`config.mk`:
```
export PLATFORM = sky130hd
export DESIGN_NAME = smc_sleep_ctrl
export DESIGN_NICKNAME = d
export VERILOG_FILES = /design/src/pkg/smc_pkg.sv /design/src/smc_sleep_ctrl.sv /design/src/smc_tick_div.sv
export SDC_FILE = /design/constraint.sdc
export NUM_CORES = 1
export LEC_CHECK = 0
export BUFFER_PORTS_ARGS = -buffer_cell sky130_fd_sc_hd__buf_2
export CORE_ASPECT_RATIO = 1.1
export CORE_MARGIN = 4
export CORE_UTILIZATION = 55
export CTS_BUF_LIST = sky130_fd_sc_hd__clkbuf_16
export DETAILED_ROUTE_END_ITERATION = 6
export PLACE_DENSITY = 0.8
export SYNTH_ARGS = -nofsm -noshare
export SYNTH_HDL_FRONTEND = slang
export SYNTH_SLANG_ARGS = --single-unit
```
`constraint.sdc`:
```
create_clock -name clk -period 6.3 [get_ports clk]
set_input_delay 0.315 -clock clk [delete_from_list [all_inputs] [get_ports clk]]
set_output_delay 0.315 -clock clk [all_outputs]
set_load 0.05 [all_outputs]
```
`src/pkg/smc_pkg.sv`:
```
// shared constants and types for the sleep and clock gating controller
package smc_pkg;
   // ==========================================
   // sleep modes
   typedef enum logic [2:0] {
      SMC_MODE_IDLE = 3'h0,
      SMC_MODE_PDOWN = 3'h2,
      SMC_MODE_PSAVE = 3'h3,
      SMC_MODE_STDBY = 3'h6,
      SMC_MODE_ESTDBY = 3'h7
   } smc_mode_e;

   // ==========================================
   // clock source selection
   typedef enum logic [2:0] {
      SMC_SRC_RC2M = 3'h0,
      SMC_SRC_RC32M = 3'h1,
      SMC_SRC_RC32K = 3'h2,
      SMC_SRC_XOSC = 3'h3,
      SMC_SRC_PLL = 3'h4
   } smc_src_e;

   // ==========================================
   // controller states
   typedef enum logic [1:0] {
      SMC_ST_ACTIVE = 2'h0,
      SMC_ST_DRAIN = 2'h1,
      SMC_ST_SLEEP = 2'h2,
      SMC_ST_WAKE = 2'h3
   } smc_state_e;

   // ==========================================
   // widths and counts
   localparam int SMC_NPER = 8;
   localparam int SMC_CAL_W = 8;
   localparam int SMC_CLK_HZ = 100_000_000;
   localparam int SMC_WAKE_HALT_CYC = 4;
   localparam logic [2:0] SMC_WAKE_HALT_LAST = 3'(SMC_WAKE_HALT_CYC - 1);
   // low power oscillator: base rate and its 1 kHz tap
   localparam int SMC_LPO_HZ = 32_000;
   localparam int SMC_LPO_KHZ = 1_000;
   localparam int SMC_LPO_DIV = SMC_LPO_HZ / SMC_LPO_KHZ;
   // calibrated low oscillator: 32.768 kHz and 1.024 kHz
   localparam int SMC_RC32K_HZ = 32_768;
   localparam int SMC_RC32K_KHZ = 1_024;
   localparam int SMC_RC32K_DIV = SMC_RC32K_HZ / SMC_RC32K_KHZ;
   localparam logic [7:0] SMC_CAL_RESET = 8'h80;
   // pll multiplier range
   localparam logic [4:0] SMC_PLL_MIN = 5'h01;
   localparam logic [4:0] SMC_PLL_MAX = 5'h1f;
   // crystal modes, four ranges within 0.4 to 16 MHz
   localparam logic [1:0] SMC_XOSC_MODE_RESET = 2'h0;
   // calibrator step: last count of the 64-cycle step interval in clk cycles
   localparam logic [7:0] SMC_FLC_PERIOD = 8'h3f;
endpackage : smc_pkg

```
`src/smc_sleep_ctrl.sv`:
```
// sleep sequencing, clock source enables and peripheral clock gating
// ==========================================
// Overview of operation
// system clock runs from 2MHz after reset
// other sources and calibrators off at reset
// low power oscillator runs while any user
// low power oscillator gives 1kHz tick
// calibrated low osc, two taps, writable trim
// crystal has four selectable range modes
// enabled calibrator continuously trims its oscillator
// 32MHz oscillator retunable by calibration value
// pll multiplier one through thirty-one
// sleep entered only from active by instruction
// wake via interrupt, resume after sleep
// cpu halted four cycles after wake
// state kept in sleep, reset restarts
// enabled interrupts wake, filtered by mode
// idle stops cpu and nvm after programming
// power-down stops all, two-wire/port wake
// power-save keeps rtc, rtc interrupts wake
// standby keeps sources, rtc clock stopped
// extended standby keeps sources and rtc
// power reduction gates peripheral clock
// mode select and enable qualify sleep
module smc_sleep_ctrl (
   input wire logic clk,
   input wire logic reset,
   // cpu side
   input wire logic sleepInstr,
   input wire logic sleepEnable,
   input wire logic [2:0] sleepModeSel,
   input wire logic nvmBusy,
   input wire logic irqAny,
   input wire logic irqTwiAddrMatch,
   input wire logic irqPortAsync,
   input wire logic irqRtc,
   input wire logic rtcEnable,
   output logic cpuHalt,
   output logic cpuClkEn,
   output logic nvmClkEn,
   output logic wakeStrobe,
   output logic sleeping,
   // clock source configuration
   input wire logic [2:0] sysClkSel,
   input wire logic rc32mEnable,
   input wire logic rc32kEnable,
   input wire logic xoscEnable,
   input wire logic [1:0] xoscMode,
   input wire logic pllEnable,
   input wire logic [4:0] pllFactor,
   input wire logic flc2mEnable,
   input wire logic flc32mEnable,
   input wire logic flcFast2m,
   input wire logic flcFast32m,
   input wire logic rc32kCalWrite,
   input wire logic [7:0] rc32kCalData,
   input wire logic rc32mCalWrite,
   input wire logic [7:0] rc32mCalData,
   input wire logic rtcUsesLowPowerOsc,
   input wire logic wdtEnable,
   // clock source status and controls
   output smc_pkg::smc_src_e sysClkSrc,
   output logic rc2mOn,
   output logic rc32mOn,
   output logic rc32kOn,
   output logic xoscOn,
   output logic [1:0] xoscModeOut,
   output logic pllOn,
   output logic [4:0] pllMult,
   output logic freq_lock_calibrator2mOn,
   output logic freq_lock_calibrator32mOn,
   output logic [7:0] rc2mCal,
   output logic [7:0] rc32mCal,
   output logic [7:0] rc32kCal,
   output logic low_power_oscOn,
   output logic lowPowerTick,
   output logic lowPowerKhzTick,
   output logic rc32kTick,
   output logic rc32kKhzTick,
   // peripheral domain gating
   input wire logic [7:0] powerReduce,
   output logic [7:0] perClkEn,
   output logic rtcClkEn,
   output logic evtClkEn
);
   import smc_pkg::*;

   // ==========================================
   // state
   smc_state_e state;
   smc_state_e next_state;
   smc_mode_e mode;
   logic [2:0] haltCnt;
   logic [7:0] flcCnt;

   // ==========================================
   // decode helpers
   function automatic logic modeValid(input logic [2:0] m);
      modeValid = (m == SMC_MODE_IDLE) || (m == SMC_MODE_PDOWN) || (m == SMC_MODE_PSAVE)
         || (m == SMC_MODE_STDBY) || (m == SMC_MODE_ESTDBY);
   endfunction

   function automatic logic [7:0] trimStep(input logic [7:0] cal, input logic fast);
      // saturating step keeps the trim inside its range
      if (fast) begin
         trimStep = (cal == 8'h00) ? cal : cal - 8'h01;
      end else begin
         trimStep = (cal == 8'hff) ? cal : cal + 8'h01;
      end
   endfunction

   // ==========================================
   // sleep entry and wake qualification
   // sleep entry gate
   wire sleepReq = sleepInstr && sleepEnable && modeValid(sleepModeSel);
   wire inIdle = (mode == SMC_MODE_IDLE);
   wire inPsave = (mode == SMC_MODE_PSAVE);
   wire inEstdby = (mode == SMC_MODE_ESTDBY);
   wire inStdby = (mode == SMC_MODE_STDBY);
   wire deepSleep = (state == SMC_ST_SLEEP) && !inIdle;
   wire rtcMode = inPsave || inEstdby;
   wire keepSources = inStdby || inEstdby;
   // wake filtering
   wire asyncWake = irqTwiAddrMatch || irqPortAsync;
   wire rtcWake = rtcMode && rtcEnable && irqRtc;
   wire wakeReq = inIdle ? irqAny : (asyncWake || rtcWake);
   wire haltDone = (haltCnt == SMC_WAKE_HALT_LAST);

   always_comb begin
      next_state = state;
      case (state)
         SMC_ST_ACTIVE: begin
            if (sleepReq) begin
               next_state = SMC_ST_DRAIN;
            end
         end
         // let programming finish
         SMC_ST_DRAIN: begin
            if (!nvmBusy) begin
               next_state = SMC_ST_SLEEP;
            end
         end
         SMC_ST_SLEEP: begin
            if (wakeReq) begin
               next_state = SMC_ST_WAKE;
            end
         end
         // four halted cycles
         SMC_ST_WAKE: begin
            if (haltDone) begin
               next_state = SMC_ST_ACTIVE;
            end
         end
         default: next_state = SMC_ST_ACTIVE;
      endcase
   end

   // reset restarts from active
   always_ff @(posedge clk) begin
      if (reset) begin
         state <= SMC_ST_ACTIVE;
      end else begin
         state <= next_state;
      end
   end

   always_ff @(posedge clk) begin
      if (reset) begin
         mode <= SMC_MODE_IDLE;
      end else if (state == SMC_ST_ACTIVE && sleepReq) begin
         mode <= smc_mode_e'(sleepModeSel);
      end
   end

   always_ff @(posedge clk) begin
      if (reset || state != SMC_ST_WAKE) begin
         haltCnt <= '0;
      end else begin
         haltCnt <= haltCnt + 3'h1;
      end
   end

   // wake pulse hands over to the interrupt controller
   always_ff @(posedge clk) begin
      if (reset) begin
         wakeStrobe <= 1'b0;
      end else begin
         wakeStrobe <= (state == SMC_ST_SLEEP) && wakeReq;
      end
   end

   // ==========================================
   // clock domain gating
   wire asleep = (state == SMC_ST_SLEEP);
   wire drainOrSleep = asleep || (state == SMC_ST_DRAIN);
   assign sleeping = asleep;
   // cpu halted from the sleep instruction until the halt count ends
   assign cpuHalt = (state != SMC_ST_ACTIVE);
   // cpu and nvm stop, nvm kept during drain
   assign cpuClkEn = !drainOrSleep;
   assign nvmClkEn = !asleep;
   // peripherals stop in every sleep mode except idle
   wire perDomainOn = !deepSleep;
   assign evtClkEn = perDomainOn;
   // rtc runs in power-save and extended standby
   assign rtcClkEn = (!deepSleep || rtcMode) && rtcEnable;
   // power reduction freezes peripherals
   assign perClkEn = perDomainOn ? ~powerReduce : 8'h00;

   // ==========================================
   // clock source enables
   logic rc32mReg;
   logic rc32kReg;
   logic xoscReg;
   logic pllReg;
   logic flc2mReg;
   logic flc32mReg;

   // all sources off except default after reset
   always_ff @(posedge clk) begin
      if (reset) begin
         rc32mReg <= 1'b0;
         rc32kReg <= 1'b0;
         xoscReg <= 1'b0;
         pllReg <= 1'b0;
         flc2mReg <= 1'b0;
         flc32mReg <= 1'b0;
         sysClkSrc <= SMC_SRC_RC2M;
      end else begin
         rc32mReg <= rc32mEnable;
         rc32kReg <= rc32kEnable;
         xoscReg <= xoscEnable;
         pllReg <= pllEnable;
         flc2mReg <= flc2mEnable;
         flc32mReg <= flc32mEnable;
         if (sysClkSel <= 3'(SMC_SRC_PLL)) begin
            sysClkSrc <= smc_src_e'(sysClkSel);
         end
      end
   end

   // sources stop in deep sleep unless standby variants
   wire srcRun = !deepSleep || keepSources;
   wire selRc2m = (sysClkSrc == SMC_SRC_RC2M);
   assign rc2mOn = srcRun && (selRc2m || flc2mReg);
   assign rc32mOn = srcRun && (rc32mReg || sysClkSrc == SMC_SRC_RC32M);
   assign rc32kOn = srcRun && (rc32kReg || sysClkSrc == SMC_SRC_RC32K);
   assign xoscOn = srcRun && (xoscReg || sysClkSrc == SMC_SRC_XOSC);
   assign pllOn = srcRun && (pllReg || sysClkSrc == SMC_SRC_PLL);
   // calibrators run only while enabled and awake enough
   assign freq_lock_calibrator2mOn = flc2mReg && srcRun;
   assign freq_lock_calibrator32mOn = flc32mReg && srcRun;
   // low power oscillator on while used
   assign low_power_oscOn = wdtEnable || (rtcUsesLowPowerOsc && rtcClkEn);

   // ==========================================
   // crystal mode and pll factor
   // four crystal ranges
   always_ff @(posedge clk) begin
      if (reset) begin
         xoscModeOut <= SMC_XOSC_MODE_RESET;
      end else if (!xoscReg) begin
         xoscModeOut <= xoscMode;
      end
   end

   // multiplier clamped to one through thirty-one
   wire [4:0] pllClamped = (pllFactor < SMC_PLL_MIN) ? SMC_PLL_MIN : pllFactor;
   always_ff @(posedge clk) begin
      if (reset) begin
         pllMult <= SMC_PLL_MIN;
      end else if (!pllReg && pllClamped <= SMC_PLL_MAX) begin
         pllMult <= pllClamped;
      end
   end

   // ==========================================
   // calibration values
   wire flcStep = (flcCnt == SMC_FLC_PERIOD);
   always_ff @(posedge clk) begin
      if (reset) begin
         flcCnt <= '0;
      end else begin
         flcCnt <= flcStep ? 8'h00 : flcCnt + 8'h01;
      end
   end

   // software trim of the low oscillator
   always_ff @(posedge clk) begin
      if (reset) begin
         rc32kCal <= SMC_CAL_RESET;
      end else if (rc32kCalWrite) begin
         rc32kCal <= rc32kCalData;
      end
   end

   // continuous trim of 2MHz oscillator
   always_ff @(posedge clk) begin
      if (reset) begin
         rc2mCal <= SMC_CAL_RESET;
      end else if (freq_lock_calibrator2mOn && flcStep) begin
         rc2mCal <= trimStep(rc2mCal, flcFast2m);
      end
   end

   // retune by software, R7 trim when calibrator runs
   always_ff @(posedge clk) begin
      if (reset) begin
         rc32mCal <= SMC_CAL_RESET;
      end else if (rc32mCalWrite) begin
         rc32mCal <= rc32mCalData;
      end else if (freq_lock_calibrator32mOn && flcStep) begin
         rc32mCal <= trimStep(rc32mCal, flcFast32m);
      end
   end

   // ==========================================
   // oscillator tick generation
   // low power oscillator with 1kHz tap
   smc_tick_div #(
      .BASE_DIV(SMC_CLK_HZ / SMC_LPO_HZ),
      .TAP_DIV(SMC_LPO_DIV)
   ) u_lpoDiv (
      .clk(clk),
      .reset(reset),
      .run(low_power_oscOn),
      .baseTick(lowPowerTick),
      .tapTick(lowPowerKhzTick)
   );

   // calibrated low oscillator, two taps
   smc_tick_div #(
      .BASE_DIV(SMC_CLK_HZ / SMC_RC32K_HZ),
      .TAP_DIV(SMC_RC32K_DIV)
   ) u_rc32kDiv (
      .clk(clk),
      .reset(reset),
      .run(rc32kOn),
      .baseTick(rc32kTick),
      .tapTick(rc32kKhzTick)
   );
endmodule // smc_sleep_ctrl

```
`src/smc_tick_div.sv`:
```
// tick divider producing one-cycle enable pulses for an oscillator and its tap
module smc_tick_div #(
   parameter int BASE_DIV = 4,
   parameter int TAP_DIV = 32
) (
   input wire logic clk,
   input wire logic reset,
   input wire logic run,
   output logic baseTick,
   output logic tapTick
);
   import smc_pkg::*;

   logic [15:0] baseCnt;
   logic [15:0] tapCnt;
   wire baseWrap = (baseCnt == 16'(BASE_DIV - 1));
   wire tapWrap = (tapCnt == 16'(TAP_DIV - 1));

   always_ff @(posedge clk) begin
      if (reset || !run) begin
         baseCnt <= '0;
         tapCnt <= '0;
         baseTick <= 1'b0;
         tapTick <= 1'b0;
      end else begin
         baseCnt <= baseWrap ? '0 : baseCnt + 16'h0001;
         baseTick <= baseWrap;
         tapTick <= baseWrap && tapWrap;
         if (baseWrap) begin
            tapCnt <= tapWrap ? '0 : tapCnt + 16'h0001;
         end
      end
   end
endmodule // smc_tick_div

```
== Yosys cells after proc, flatten, opt, wreduce, memory -nomap -nowiden ==
Index checks and enable logic that the tools add are counted.
Word-level totals
  bits in registers: 125
  input port bits: 59
  word-level logic and storage cells: 150
Operators by class
  add/subtract/negate cells: 10
  order comparisons: 3
  equality and inequality tests: 31
  muxes and demuxes: 18
  bitwise logic cells: 1
  reductions and logical operators: 62
Operator list (count)
  2-to-1 mux 8 bit: 9
  adder 16 x 1 -> 16 bit (second input constant): 4
  equality test 16 x 12 -> 1 bit (second input constant): 2
  equality test 16 x 5 -> 1 bit (second input constant): 2
  2-to-1 mux 16 bit: 2
  adder 8 x 1 -> 8 bit (second input constant): 3
  logical AND 1 bit: 21
  logical OR 1 bit: 20
  equality test 3 x 2 -> 1 bit (second input constant): 6
  equality test 8 bit (second input constant): 2
  zero test 8 bit: 2
  subtractor 8 x 1 -> 8 bit (second input constant): 2
  equality test 3 bit (second input constant): 5
  != test 2 bit (second input constant): 7
  zero test 3 bit: 3
  equality test 8 x 6 -> 1 bit (second input constant): 1
  2-to-1 mux 2 bit: 4
  inverter 8 bit: 1
  case mux 2 bit (4 select lines): 1
  zero test 1 bit: 7
  != test 3 bit (second input constant): 2
  AND reduction 3 bit: 2
  OR reduction 2 bit: 3
  less-or-equal comparator 5 bit (second input constant): 1
  11 further kinds: 13

== Logic depth before layout (Yosys ltp) ==
Gate-level depths: netlist (run 1).
  depth after elaboration: 11
  mapped depth: 9

== By module ==
From an unflattened synthesis (run 1), not the netlist that was laid out.
Second synthesis, totals
  cell total of the unflattened synthesis: 768
  area total of the unflattened synthesis: 6555.0 um^2
By module, submodules not included
  smc_sleep_ctrl: instances 1, cells each 355, area an instance 3060.4 um^2, seq. area each 1141.1 um^2
  smc_tick_div (u_lpoDiv): instances 1, cells each 215, area an instance 1784.2 um^2, seq. area each 680.7 um^2
  smc_tick_div (u_rc32kDiv): instances 1, cells each 198, area an instance 1710.4 um^2, seq. area each 680.7 um^2

== Worst setup path before layout (run 1) ==
Ideal clock, no wire load.
  kind: register -> register
  start point: register state[0]
  end point: register u_lpoDiv.baseCnt[13]
  library setup time: 0.065 ns
  arrival time: 3.416 ns
  data required time: 6.235 ns
  slack: 2.819 ns
  cell stages (with the launch flop): 9
  buffers on the path: 1
  clock period less this slack: 3.481 ns
  cells stage by stage: dfxtp_1 inv_1 ha_1 o31a_1 a21boi_0 a21o_1 nand3_1 clkbuf_1 nor2_1
On the way
  cells in the longest elaborated chain, start to end: 10
Ends and longest elaborated chain
  start: declaration: line smc_sleep_ctrl.sv:90  | smc_state_e state;
  start signal: assignment: line smc_sleep_ctrl.sv:163  | state <= next_state;
  equality test 2 bit
  net sleeping: line smc_sleep_ctrl.sv:42  | output logic sleeping,
  logical AND 1 bit: line smc_sleep_ctrl.sv:120  | wire deepSleep = (state == SMC_ST_SLEEP) && !inIdle;
  zero test 1 bit: line smc_sleep_ctrl.sv:206  | assign rtcClkEn = (!deepSleep || rtcMode) && rtcEnable;
  logical OR 1 bit: line smc_sleep_ctrl.sv:206
  logical AND 1 bit: line smc_sleep_ctrl.sv:206
  net rtcClkEn: line smc_sleep_ctrl.sv:83  | output logic rtcClkEn,
  logical AND 1 bit: line smc_sleep_ctrl.sv:254  | assign low_power_oscOn = wdtEnable || (rtcUsesLowPowerOsc && rtcClkEn);
  logical OR 1 bit: line smc_sleep_ctrl.sv:254
  net low_power_oscOn: line smc_sleep_ctrl.sv:75  | output logic low_power_oscOn,
  zero test 1 bit: line smc_tick_div.sv:20  | if (reset || !run) begin
  logical OR 1 bit: line smc_tick_div.sv:20
  OR reduction 2 bit (no line)
  end signal: assignment: line smc_tick_div.sv:26  | baseCnt <= baseWrap ? '0 : baseCnt + 16'h0001;
  end: declaration: line smc_tick_div.sv:14  | logic [15:0] baseCnt;
The timed path passes the listed nets, and every way through them passes these cells.
A chain may end at the register's enable or synchronous reset.

== Final worst setup path (run 1) ==
  start point: register state[0]
  end point: output port low_power_oscOn
On the way
  cells in the longest elaborated chain, start to end: 7
Ends and longest elaborated chain (line)
  equality test 2 bit: smc_sleep_ctrl.sv:120
  logical AND 1 bit: smc_sleep_ctrl.sv:120
  zero test 1 bit: smc_sleep_ctrl.sv:206
  logical OR 1 bit: smc_sleep_ctrl.sv:206
  logical AND 1 bit: smc_sleep_ctrl.sv:206
  logical AND 1 bit: smc_sleep_ctrl.sv:254
  logical OR 1 bit: smc_sleep_ctrl.sv:254
  end: declaration: smc_sleep_ctrl.sv:75
Every way passes these cells.

==> flow_metrics.tcl, run 1 <==
set metrics [dict create \
    status "complete, no violations" \
    synth_top_flop_cell "dfxtp_1" \
    start_kind "register" \
    cts_sinks 125 \
    maxCapViolCount 0 \
    crit_chain "inv_1, ha_1, o31a_1, a21boi_0, a21o_1, buf_2" \
    mostFrequentLayoutCells "nor2_1, dfxtp_1, buf_2, nand2_1, xor2_1" \
    yosysSeqAreaShare_pct 41.4 \
    clk_pin_slew_ps 50 \
    die_w_um 108 \
    required_ps 5980 \
    worst_path_max_delay_cell "o31a_1" \
    synth_seq_cells 125 \
    async_reset_ff_share_pct 0 \
    via_count 5292 \
    synth_edf_count 0 \
    placed_area_um2 6730 \
    use_met2_pct 40.9 \
    post_cts_resize_count 0 \
    synth.top_cell.area_share_pct 41.4 \
    fin_skew_ps 6.97 \
    cts-hold-fix-buffers 0 \
    finalCritPeriodShare_pct 43.1 \
    core_um2 10500 \
    r2r-start "u_rc32kDiv.baseCnt[0]$_SDFF_PP0_" \
    grt_util_all_layers_pct 23.8 \
    port_buffers 119 \
    clock_path_buffers 2 \
    p_total_uw 2100 \
    reg2reg_to "u_rc32kDiv.tapCnt[13]$_SDFFE_PP0P_" \
    cts_setup_buffers 0 \
    rsz0062_at_grt "no" \
    synth_top_area_cell "dfxtp_1" \
    initial_core_util_pct 57.3 \
    rrSetupSlack_ps 3690 \
    relSlewSlack_pct 32.9 \
    hpwl_um 10300 \
    period_needed_ps 2710 \
    grt_pass1_wl_um 24900 \
    grt_overflow 0 \
    synth.distinct_cells 59 \
    busiest_layer "met2" \
    max_stage_delay_ps 490 \
    h-tree-depth 4 \
    wire_per_inst_um 15.1 \
    synth.avg_cell_area_um2 8.78 \
    drtIter0Drc 247 \
    crit_fanout 14 \
    syn_inst 688 \
    crit_start "state[0]$_SDFFE_PP0P_" \
    cts_tree "yes" \
    crit_type "register to output pin" \
    worst_hold_path.num_cells 2 \
    worst_pin_slew_ps 1000 \
    post_route_cells_drive_above_1_share_pct 19.3 \
    row_count 39 \
    antenna_found_initial 1 \
    powerDensity_nw_per_um2 287 \
    yosysWarnings 0 \
    antennaDiodeCount 0 \
    grtUsageMet1_pct 27.1 \
    r2r_cells 6 \
    grt_max_degree 54 \
    tns_ps 0 \
    cp.arrival_ps 2400 \
    drc_errors 0 \
    hp-class "primary input to register" \
    layout_commonest_cell "nor2_1" \
    drv_slew 0 \
    drt_pre_antenna_iters 4 \
    hold_violations 0 \
    cts_buffers 17 \
    ant_nets 0 \
    gp_congestion 0.861 \
    setup_viol 0 \
    first_global_vias 5437 \
    p_leak_uw 0.00305 \
    ir_worst_vdd_mv 0.170 \
    synthesis.nets 774 \
    nets 893 \
    wirelength_um 14600 \
    die_h_um 118 \
    grt_use_met3_pct 6.64 \
    io_pins 120 \
    crit_end "low_power_oscOn" \
    synth_area_leaders "dfxtp_1, nor2_1, xor2_1" \
    via_per_inst 5.50 \
    root_buffer "clkbuf_16" \
    synth.cell_area_um2 6040 \
    fin_area_um2 7300 \
    fmax_mhz 368 \
    clock_latency_ps 410 \
    endpoint_kind "output pin" \
    area_delta_synth_final_pct 20.9 \
    die_area_um2 12700 \
]
-- how the worst min path moves through the flow --
stage,end,startpoint,slack (ps)
after floorplan,haltCnt[0]$_SDFF_PP0_,haltCnt[0]$_SDFF_PP0_,400
after global placement,haltCnt[0]$_SDFF_PP0_,haltCnt[0]$_SDFF_PP0_,400
after detailed placement,haltCnt[0]$_SDFF_PP0_,haltCnt[0]$_SDFF_PP0_,430
after CTS,rc32kCal[7]$_SDFFE_PP1P_,rc32kCalData[7],100
after global routing,rc32kCal[7]$_SDFFE_PP1P_,rc32kCalData[7],100
final,rc32kCal[7]$_SDFFE_PP1P_,rc32kCalData[7],110
-- report_power, final --
part	internal [uW]	total, uW	switching [uW]
logic	96.6	323	227
clock network	606	937	331
registers	815	836	21.5
-- Yosys cell counts (3+ instances only) --
cell	count
a211oi_1	6
a21oi_1	13
a31oi_1	4
and2_1	3
and3_1	16
and4_1	8
buf_1	3
clkbuf_1	13
dfxtp_1	125
ha_1	25
inv_1	29
mux2i_1	25
nand2_1	45
nand2b_1	3
nand3_1	24
nand4_1	17
nor2_1	137
nor2b_1	16
nor3_1	11
nor3b_1	6
nor4_1	11
nor4b_1	5
o211ai_1	5
o21a_1	5
o21ai_0	8
o21bai_1	4
or3_1	6
or4_4	3
xnor2_1	36
xor2_1	39
-- layout make-up --
class,instances,area (um2)
clock buffers,17,425
repair buffers,119,596
inverters,30,113
flip-flops and latches,125,2500
well taps,143,179
multi-input cells,514,3340
fillers,838,3240
clock inverters,15,141
-- metrics by stage --
| step | setup slack, ps | std cells | utilization, % | hold slack [ps] |
|---|---|---|---|---|
| after floorplan | 2820 | 688 | - | 397 |
| after global placement | 3810 | 931 | 63.9 | 405 |
| after detailed placement | 3720 | 931 | 63.9 | 432 |
| after CTS | 3580 | 963 | 69.3 | 100 |
| after global routing | 3430 | 963 | 69.3 | 103 |
| final | 3590 | 963 | 69.3 | 113 |
-- worst max-delay path, delay by kind of cell (launching register included) --
family                     cells  cell delay [ps]
AOI/OAI and AO/OA              3             1110
DFF                            1              320
buffers and inverters          2              330
adders and majority gates      1              220
-- logic make-up (layout without fill, tap and decap cells) --
family / count (synthesis) / after routing / share of synthesized area, %
AOI/OAI and AO/OA: 57 / 57 / 6.30
and+or+nand+nor: 329 / 329 / 28.0
adders and majority gates: 27 / 27 / 5.84
DFF: 125 / 125 / 41.4
muxes: 26 / 26 / 4.33
buffers and inverters: 49 / 181 / 3.21
xor gates and xnor gates: 75 / 75 / 10.9
-- flip-flops by register name (all words and copies together), names as in the netlist, 2 cells and up --
register,cells
u_lpoDiv.baseCnt,16
rc32kCal,8
haltCnt,3
state,2
sysClkSrc,3
rc32mCal,8
u_rc32kDiv.baseCnt,16
pllMult,5
u_rc32kDiv.tapCnt,16
flcCnt,8
xoscModeOut,2
rc2mCal,8
mode,3
u_lpoDiv.tapCnt,16
-- per-layer routing --
layer | share of wire [%] | routed length (um)
met5 | 0.062 | 9
met4 | 2.7 | 393
met3 | 5.6 | 819
met2 | 51 | 7360
met1 | 41 | 5980
Power figures use the tool's default switching activity.
==> run 2, diff against run 1 <==
==> constraint.sdc (replaced) <==
create_clock -name clk -period 2.5 [get_ports clk]
set_input_delay 0.125 -clock clk [delete_from_list [all_inputs] [get_ports clk]]
set_output_delay 0.125 -clock clk [all_outputs]
set_load 0.05 [all_outputs]
==> run 2 against run 1 <==
Sequential share of layout area fell by 1.9 points. Die area unchanged. Clock skew rose by 4.7 ps. Critical path type is now register to register. Largest cell class unchanged. Highest routed layer is now met4.
==> flow_metrics.tcl, run 2 (same netlist as run 1, synthesis figures left out) <==
set metrics [dict create \
    via_count 5434 \
    cts_sinks 125 \
    port_buffers 119 \
    worst_hold_path.num_cells 2 \
    h-tree-depth 4 \
    crit_type "register to register" \
    drt_pre_antenna_iters 7 \
    cp.arrival_ps 2610 \
    crit_fanout 5 \
    clk_pin_slew_ps 60 \
    fin_util_pct 73.3 \
    drtIter0Drc 294 \
    p_leak_uw 0.00321 \
    nets 930 \
    finalCritPeriodShare_pct 92.4 \
    nFillCells 770 \
    period_needed_ps 2310 \
    ant_nets 0 \
    grt_pass1_wl_um 25400 \
    status "complete, no violations" \
    required_ps 2800 \
    core_um2 10500 \
    area_delta_synth_final_pct 27.9 \
    antenna_found_initial 2 \
    clock_latency_ps 420 \
    fmax_mhz 433 \
    fin_skew_ps 11.7 \
    drc_errors 0 \
    root_buffer "clkbuf_16" \
    wire_per_inst_um 15.4 \
    ir_worst_vdd_mv 0.736 \
    cts_buffers 17 \
    hpwl_um 10300 \
    row_count 39 \
    setup_viol 0 \
    die_w_um 108 \
    worst_pin_slew_ps 612 \
    post_route_cells_drive_above_1_share_pct 20.7 \
    layout_commonest_cell "nor2_1" \
    grt_max_degree 39 \
    r2r_cells 7 \
    rsz0062_at_grt "no" \
    powerDensity_nw_per_um2 719 \
    relSlewSlack_pct 59.1 \
    grt_overflow 0 \
    hp-class "primary input to register" \
    hold_ws_ps 15.8 \
    via_per_inst 5.42 \
    gp_congestion 0.842 \
    cts_tree "yes" \
    start_kind "register" \
    drv_slew 0 \
    grt_util_all_layers_pct 24.5 \
    die_h_um 118 \
    hold_violations 0 \
    io_pins 120 \
    wirelength_um 15500 \
    cts_setup_buffers 0 \
    maxCapViolCount 0 \
    first_global_vias 5422 \
    die_area_um2 12700 \
    initial_core_util_pct 57.3 \
    endpoint_kind "register" \
    mostFrequentLayoutCells "nor2_1, dfxtp_1, buf_2, nand2_1, xor2_1" \
    clock_path_buffers 2 \
]
## run 2: report_power, final
| group | internal (uW) | leakage [uW] | total (uW) | switching (uW) |
|---|---|---|---|---|
| Sequential | 2050 | 0.00102 | 2110 | 54.1 |
| Combinational | 282 | 0.00190 | 876 | 594 |
| Clock | 1660 | 0.000287 | 2580 | 915 |
| Total | 4000 | 0.00321 | 5560 | 1560 |
## run 2: per-layer routing
metal | up-vias | track usage, % | part of all wire (%)
li1 | 2688 | - | -
met5 | - | 0 | 0
met1 | 2537 | 27.2 | 39
met2 | 168 | 43.3 | 52
met4 | 0 | 11.9 | 3.2
met3 | 41 | 5.49 | 5.1
## run 2: cell type report
class                   instances  area, um2  share of cell area [%]
inverters                      30        113                    1.46
diodes                          2       5.00                  0.0648
flip-flops and latches        125       2500                    32.4
clock buffers                  17        425                    5.51
multi-input cells             514       3360                    43.5
repair buffers                156        946                    12.2
clock inverters                15        196                    2.54
well taps                     143        179                    2.32
## run 2: repair_timing
action	in CTS	in global routing
hold endpoints to repair	29	0
gates resized for setup	0	0
hold buffers	29	0
## run 2: worst max-delay path: stages (launching register included)
cell and delay [ps]:
dfxtp_1 340, inv_1 70, ha_1 130, or3b_2 490, or4_4 470, nor4_1 460, xnor2_1 180, nor2_1 60
## run 2: path summary, 6_finish.rpt
| path | start | to | slack, ps |
|---|---|---|---|
| hold reg to reg | haltCnt[0]$_SDFF_PP0_ | haltCnt[0]$_SDFF_PP0_ | 430 |
| setup / recovery | u_rc32kDiv.baseCnt[0]$_SDFF_PP0_ | u_rc32kDiv.tapCnt[13]$_SDFFE_PP0P_ | 190 |
| hold / removal | sysClkSel[2] | sysClkSrc[2]$_SDFFE_PP0P_ | 20 |
| setup reg to reg | u_rc32kDiv.baseCnt[0]$_SDFF_PP0_ | u_rc32kDiv.tapCnt[13]$_SDFFE_PP0P_ | 190 |
## run 2: through the flow
| step | power (uW) | setup WS (ps) | area (um2) | TNS (ps) | std cells |
|---|---|---|---|---|---|
| global route | 5730 | 77.0 | 7730 | 0 | 1002 |
| global placement | 2940 | 307 | 6810 | 0 | 939 |
| finish | 5560 | 190 | 7730 | 0 | 1002 |
| floorplan | 2750 | -38.4 | 6060 | -190 | 688 |
| detailed placement | 2970 | 249 | 6810 | 0 | 939 |
| CTS | 5560 | 173 | 7720 | 0 | 1000 |
==> run 3, diff against run 2 <==
--- a/config.mk
+++ b/config.mk
@@ -5,13 +5,14 @@
 export SDC_FILE = /design/constraint.sdc
 export NUM_CORES = 1
 export LEC_CHECK = 0
+export ABC_AREA = 1
 export BUFFER_PORTS_ARGS = -buffer_cell sky130_fd_sc_hd__buf_2
 export CORE_ASPECT_RATIO = 1.1
 export CORE_MARGIN = 4
 export CORE_UTILIZATION = 55
 export CTS_BUF_LIST = sky130_fd_sc_hd__clkbuf_16
 export DETAILED_ROUTE_END_ITERATION = 6
-export PLACE_DENSITY = 0.8
+export PLACE_DENSITY = 0.79
 export SYNTH_ARGS = -nofsm -noshare
 export SYNTH_HDL_FRONTEND = slang
 export SYNTH_SLANG_ARGS = --single-unit
==> run 3 against run 2 <==
Critical path depth grew 1. Final cell count grew 30%. Synthesized cell count grew 44%. Setup slack gained 390 ps. Via count grew 26%. Combinational power grew 2.5%. Critical endpoint is now low_power_oscOn. Highest routed layer is now met5.
==> flow_metrics.tcl, run 3 <==
set metrics [dict create \
    status "complete, no violations" \
    rsz0062_at_grt "no" \
    port_buffers 119 \
    root_buffer "clkbuf_16" \
    synth_area_leaders "dfxtp_1, nand2_1, nor2_1" \
    antenna_found_initial 1 \
    rrSetupSlack_ps 730 \
    hpwl_um 12200 \
    nets 1225 \
    clk_pin_slew_ps 60 \
    ant_nets 0 \
    synth_top_flop_cell "dfxtp_1" \
    synth.distinct_cells 39 \
    finalCritPeriodShare_pct 76.7 \
    ir_worst_vdd_mv 0.547 \
    crit_fanout 6 \
    die_w_um 114 \
    cts_tree "yes" \
    drt_pre_antenna_iters 5 \
    tns_ps 0 \
    powerDensity_nw_per_um2 648 \
    area_delta_synth_final_pct 22.5 \
    grt_util_all_layers_pct 24.4 \
    first_global_vias 6453 \
    fin_util_pct 69.1 \
    relSlewSlack_pct 70.4 \
    yosysWarnings 0 \
    regArea_um2 2500 \
    die_area_um2 14300 \
    p_total_uw 5440 \
    period_needed_ps 1920 \
    row_count 42 \
    placed_cells 1250 \
    yosysMostFrequentCell "nand2_1" \
    synth_seq_cells 125 \
    drc_errors 0 \
    post_route_cells_drive_above_1_share_pct 17.4 \
    r2r_cells 9 \
    synth_edf_count 0 \
    grt_max_degree 25 \
    yosysSeqAreaShare_pct 36.5 \
    hp-class "primary input to register" \
    cts_setup_buffers 0 \
    synth_common_cells "nand2_1, nor2_1, inv_1, dfxtp_1, nand3_1" \
    required_ps 2380 \
    crit_chain "inv_1, ha_2, nand2_2, o21ai_1, inv_1, nand2_1, nand2_2, buf_2" \
    core_um2 12100 \
    cts_buffers 17 \
    post_cts_resize_count 0 \
    cts_sinks 125 \
    async_reset_ff_share_pct 0 \
    layoutNonFillerInstCount 1306 \
    r2r-start "state[0]$_SDFFE_PP0P_" \
    multiInputGateArea_um2 3740 \
    worst_path_max_delay_cell "dfxtp_1" \
    worst_hold_path.num_cells 3 \
    clock_latency_ps 430 \
    via_per_inst 5.24 \
    crit_type "register to output pin" \
    reg2reg_to "u_rc32kDiv.baseCnt[2]$_SDFF_PP0_" \
    fmax_mhz 521 \
    nFillCells 1027 \
    io_pins 120 \
    setup_viol 0 \
    synth.cell_area_um2 6850 \
    max_stage_delay_ps 360 \
    min_to "rc32kCal[7]$_SDFFE_PP1P_" \
    mostFrequentLayoutCells "nand2_1, nor2_1, inv_1, dfxtp_1, buf_2" \
    clock_path_buffers 2 \
    die_h_um 125 \
    layout_commonest_cell "nand2_1" \
    hold_violations 0 \
    grt_overflow 0 \
    worstHoldStart "rc32kCalWrite" \
    gp_congestion 0.920 \
    via_count 6841 \
    fin_skew_ps 11.2 \
    h-tree-depth 4 \
    drv_slew 0 \
    drtIter0Drc 479 \
    cp.arrival_ps 1790 \
    antennaDiodeCount 0 \
    wirelength_um 16900 \
    synthesis.nets 1075 \
    worst_pin_slew_ps 441 \
    endpoint_kind "output pin" \
    start_kind "register" \
    p_leak_uw 0.00368 \
    synth.top_cell.area_share_pct 36.5 \
    initial_core_util_pct 56.4 \
    syn_inst 989 \
    maxCapViolCount 0 \
    cts-hold-fix-buffers 24 \
    synth.avg_cell_area_um2 6.93 \
    synth_top_area_cell "dfxtp_1" \
    grt_pass1_wl_um 28900 \
    wire_per_inst_um 13.0 \
]
run 3: changes by cell type in the layout (fill, tap and decap cells not counted), moves of 9 or more:
cell     delta
nor2_1     +14
xor2_1     -12
xnor2_1    -28
inv_2       +9
nand2_2     +9
nand2_1   +148
nand4_1    +17
nor2b_1    -16
inv_1     +102
o21ai_0    +36
a21oi_1    +48
and3_1     -16
nand3_1    +60
mux2i_1    -25
run 3: worst max-delay path by stage:
stage / start / endpoint / cells after the start
2_1_floorplan: state[0]$_SDFFE_PP0P_ / u_lpoDiv.tapCnt[6]$_SDFFE_PP0P_ / 10
3_3_place_gp: state[0]$_SDFFE_PP0P_ / u_rc32kDiv.baseCnt[2]$_SDFF_PP0_ / 9
3_5_place_dp: u_rc32kDiv.tapCnt[0]$_SDFFE_PP0P_ / u_rc32kDiv.tapCnt[3]$_SDFFE_PP0P_ / 8
4_1_cts: state[0]$_SDFFE_PP0P_ / low_power_oscOn / 8
5_1_grt: state[0]$_SDFFE_PP0P_ / low_power_oscOn / 8
6_report: state[0]$_SDFFE_PP0P_ / low_power_oscOn / 8
run 3: cell families after synthesis:
| kind of cell | after synthesis | share of synthesized area [%] |
|---|---|---|
| buf+inv | 153 | 8.93 |
| simple gates | 532 | 36.0 |
| xor+xnor | 35 | 4.47 |
| flops | 125 | 36.5 |
| compound gates | 117 | 8.91 |
| fa+ha+maj | 27 | 5.15 |
run 3: routing by layer:
layer / track usage [%] / vias up / share of wire, % / wire [um]
met5: 0 / - / 0.041 / 7
met4: 8.87 / 2 / 2.8 / 482
met3: 6.86 / 49 / 7.1 / 1200
met2: 41.7 / 212 / 49 / 8300
met1: 29.0 / 3074 / 41 / 6950
li1: - / 3504 / - / -
run 3: cell type report:
type	instances	area share (%)
Multi-Input combinational cell	711	44.6
Sequential cell	125	29.8
Timing Repair Buffer	146	10.2
Inverter	138	6.17
Clock buffer	17	5.07
Tap cell	154	2.30
Clock inverter	15	1.86
run 3: report_power, final:
group / internal (uW) / switching, uW / leakage, uW / total (uW)
Clock: 1540 / 894 / 0.000288 / 2440
Combinational: 257 / 641 / 0.00238 / 898
Sequential: 2060 / 52.9 / 0.00102 / 2110
Total: 3850 / 1590 / 0.00368 / 5440
run 3: critical path: cells and delay by family (launching register included):
kind / cells / cell delay (ps)
buffers and inverters: 3 / 430
DFF: 1 / 360
and+or+nand+nor: 3 / 280
adders and majority gates: 1 / 240
AOI/OAI and AO/OA: 1 / 70
run 3: stage by stage:
stage	worst slack [ps]	hold WS [ps]	cell area, um2
6_report	581	29.1	8390
5_1_grt	481	36.3	8390
3_5_place_dp	750	334	7570
3_3_place_gp	814	331	7570
2_1_floorplan	137	232	6850
4_1_cts	573	14.1	8390
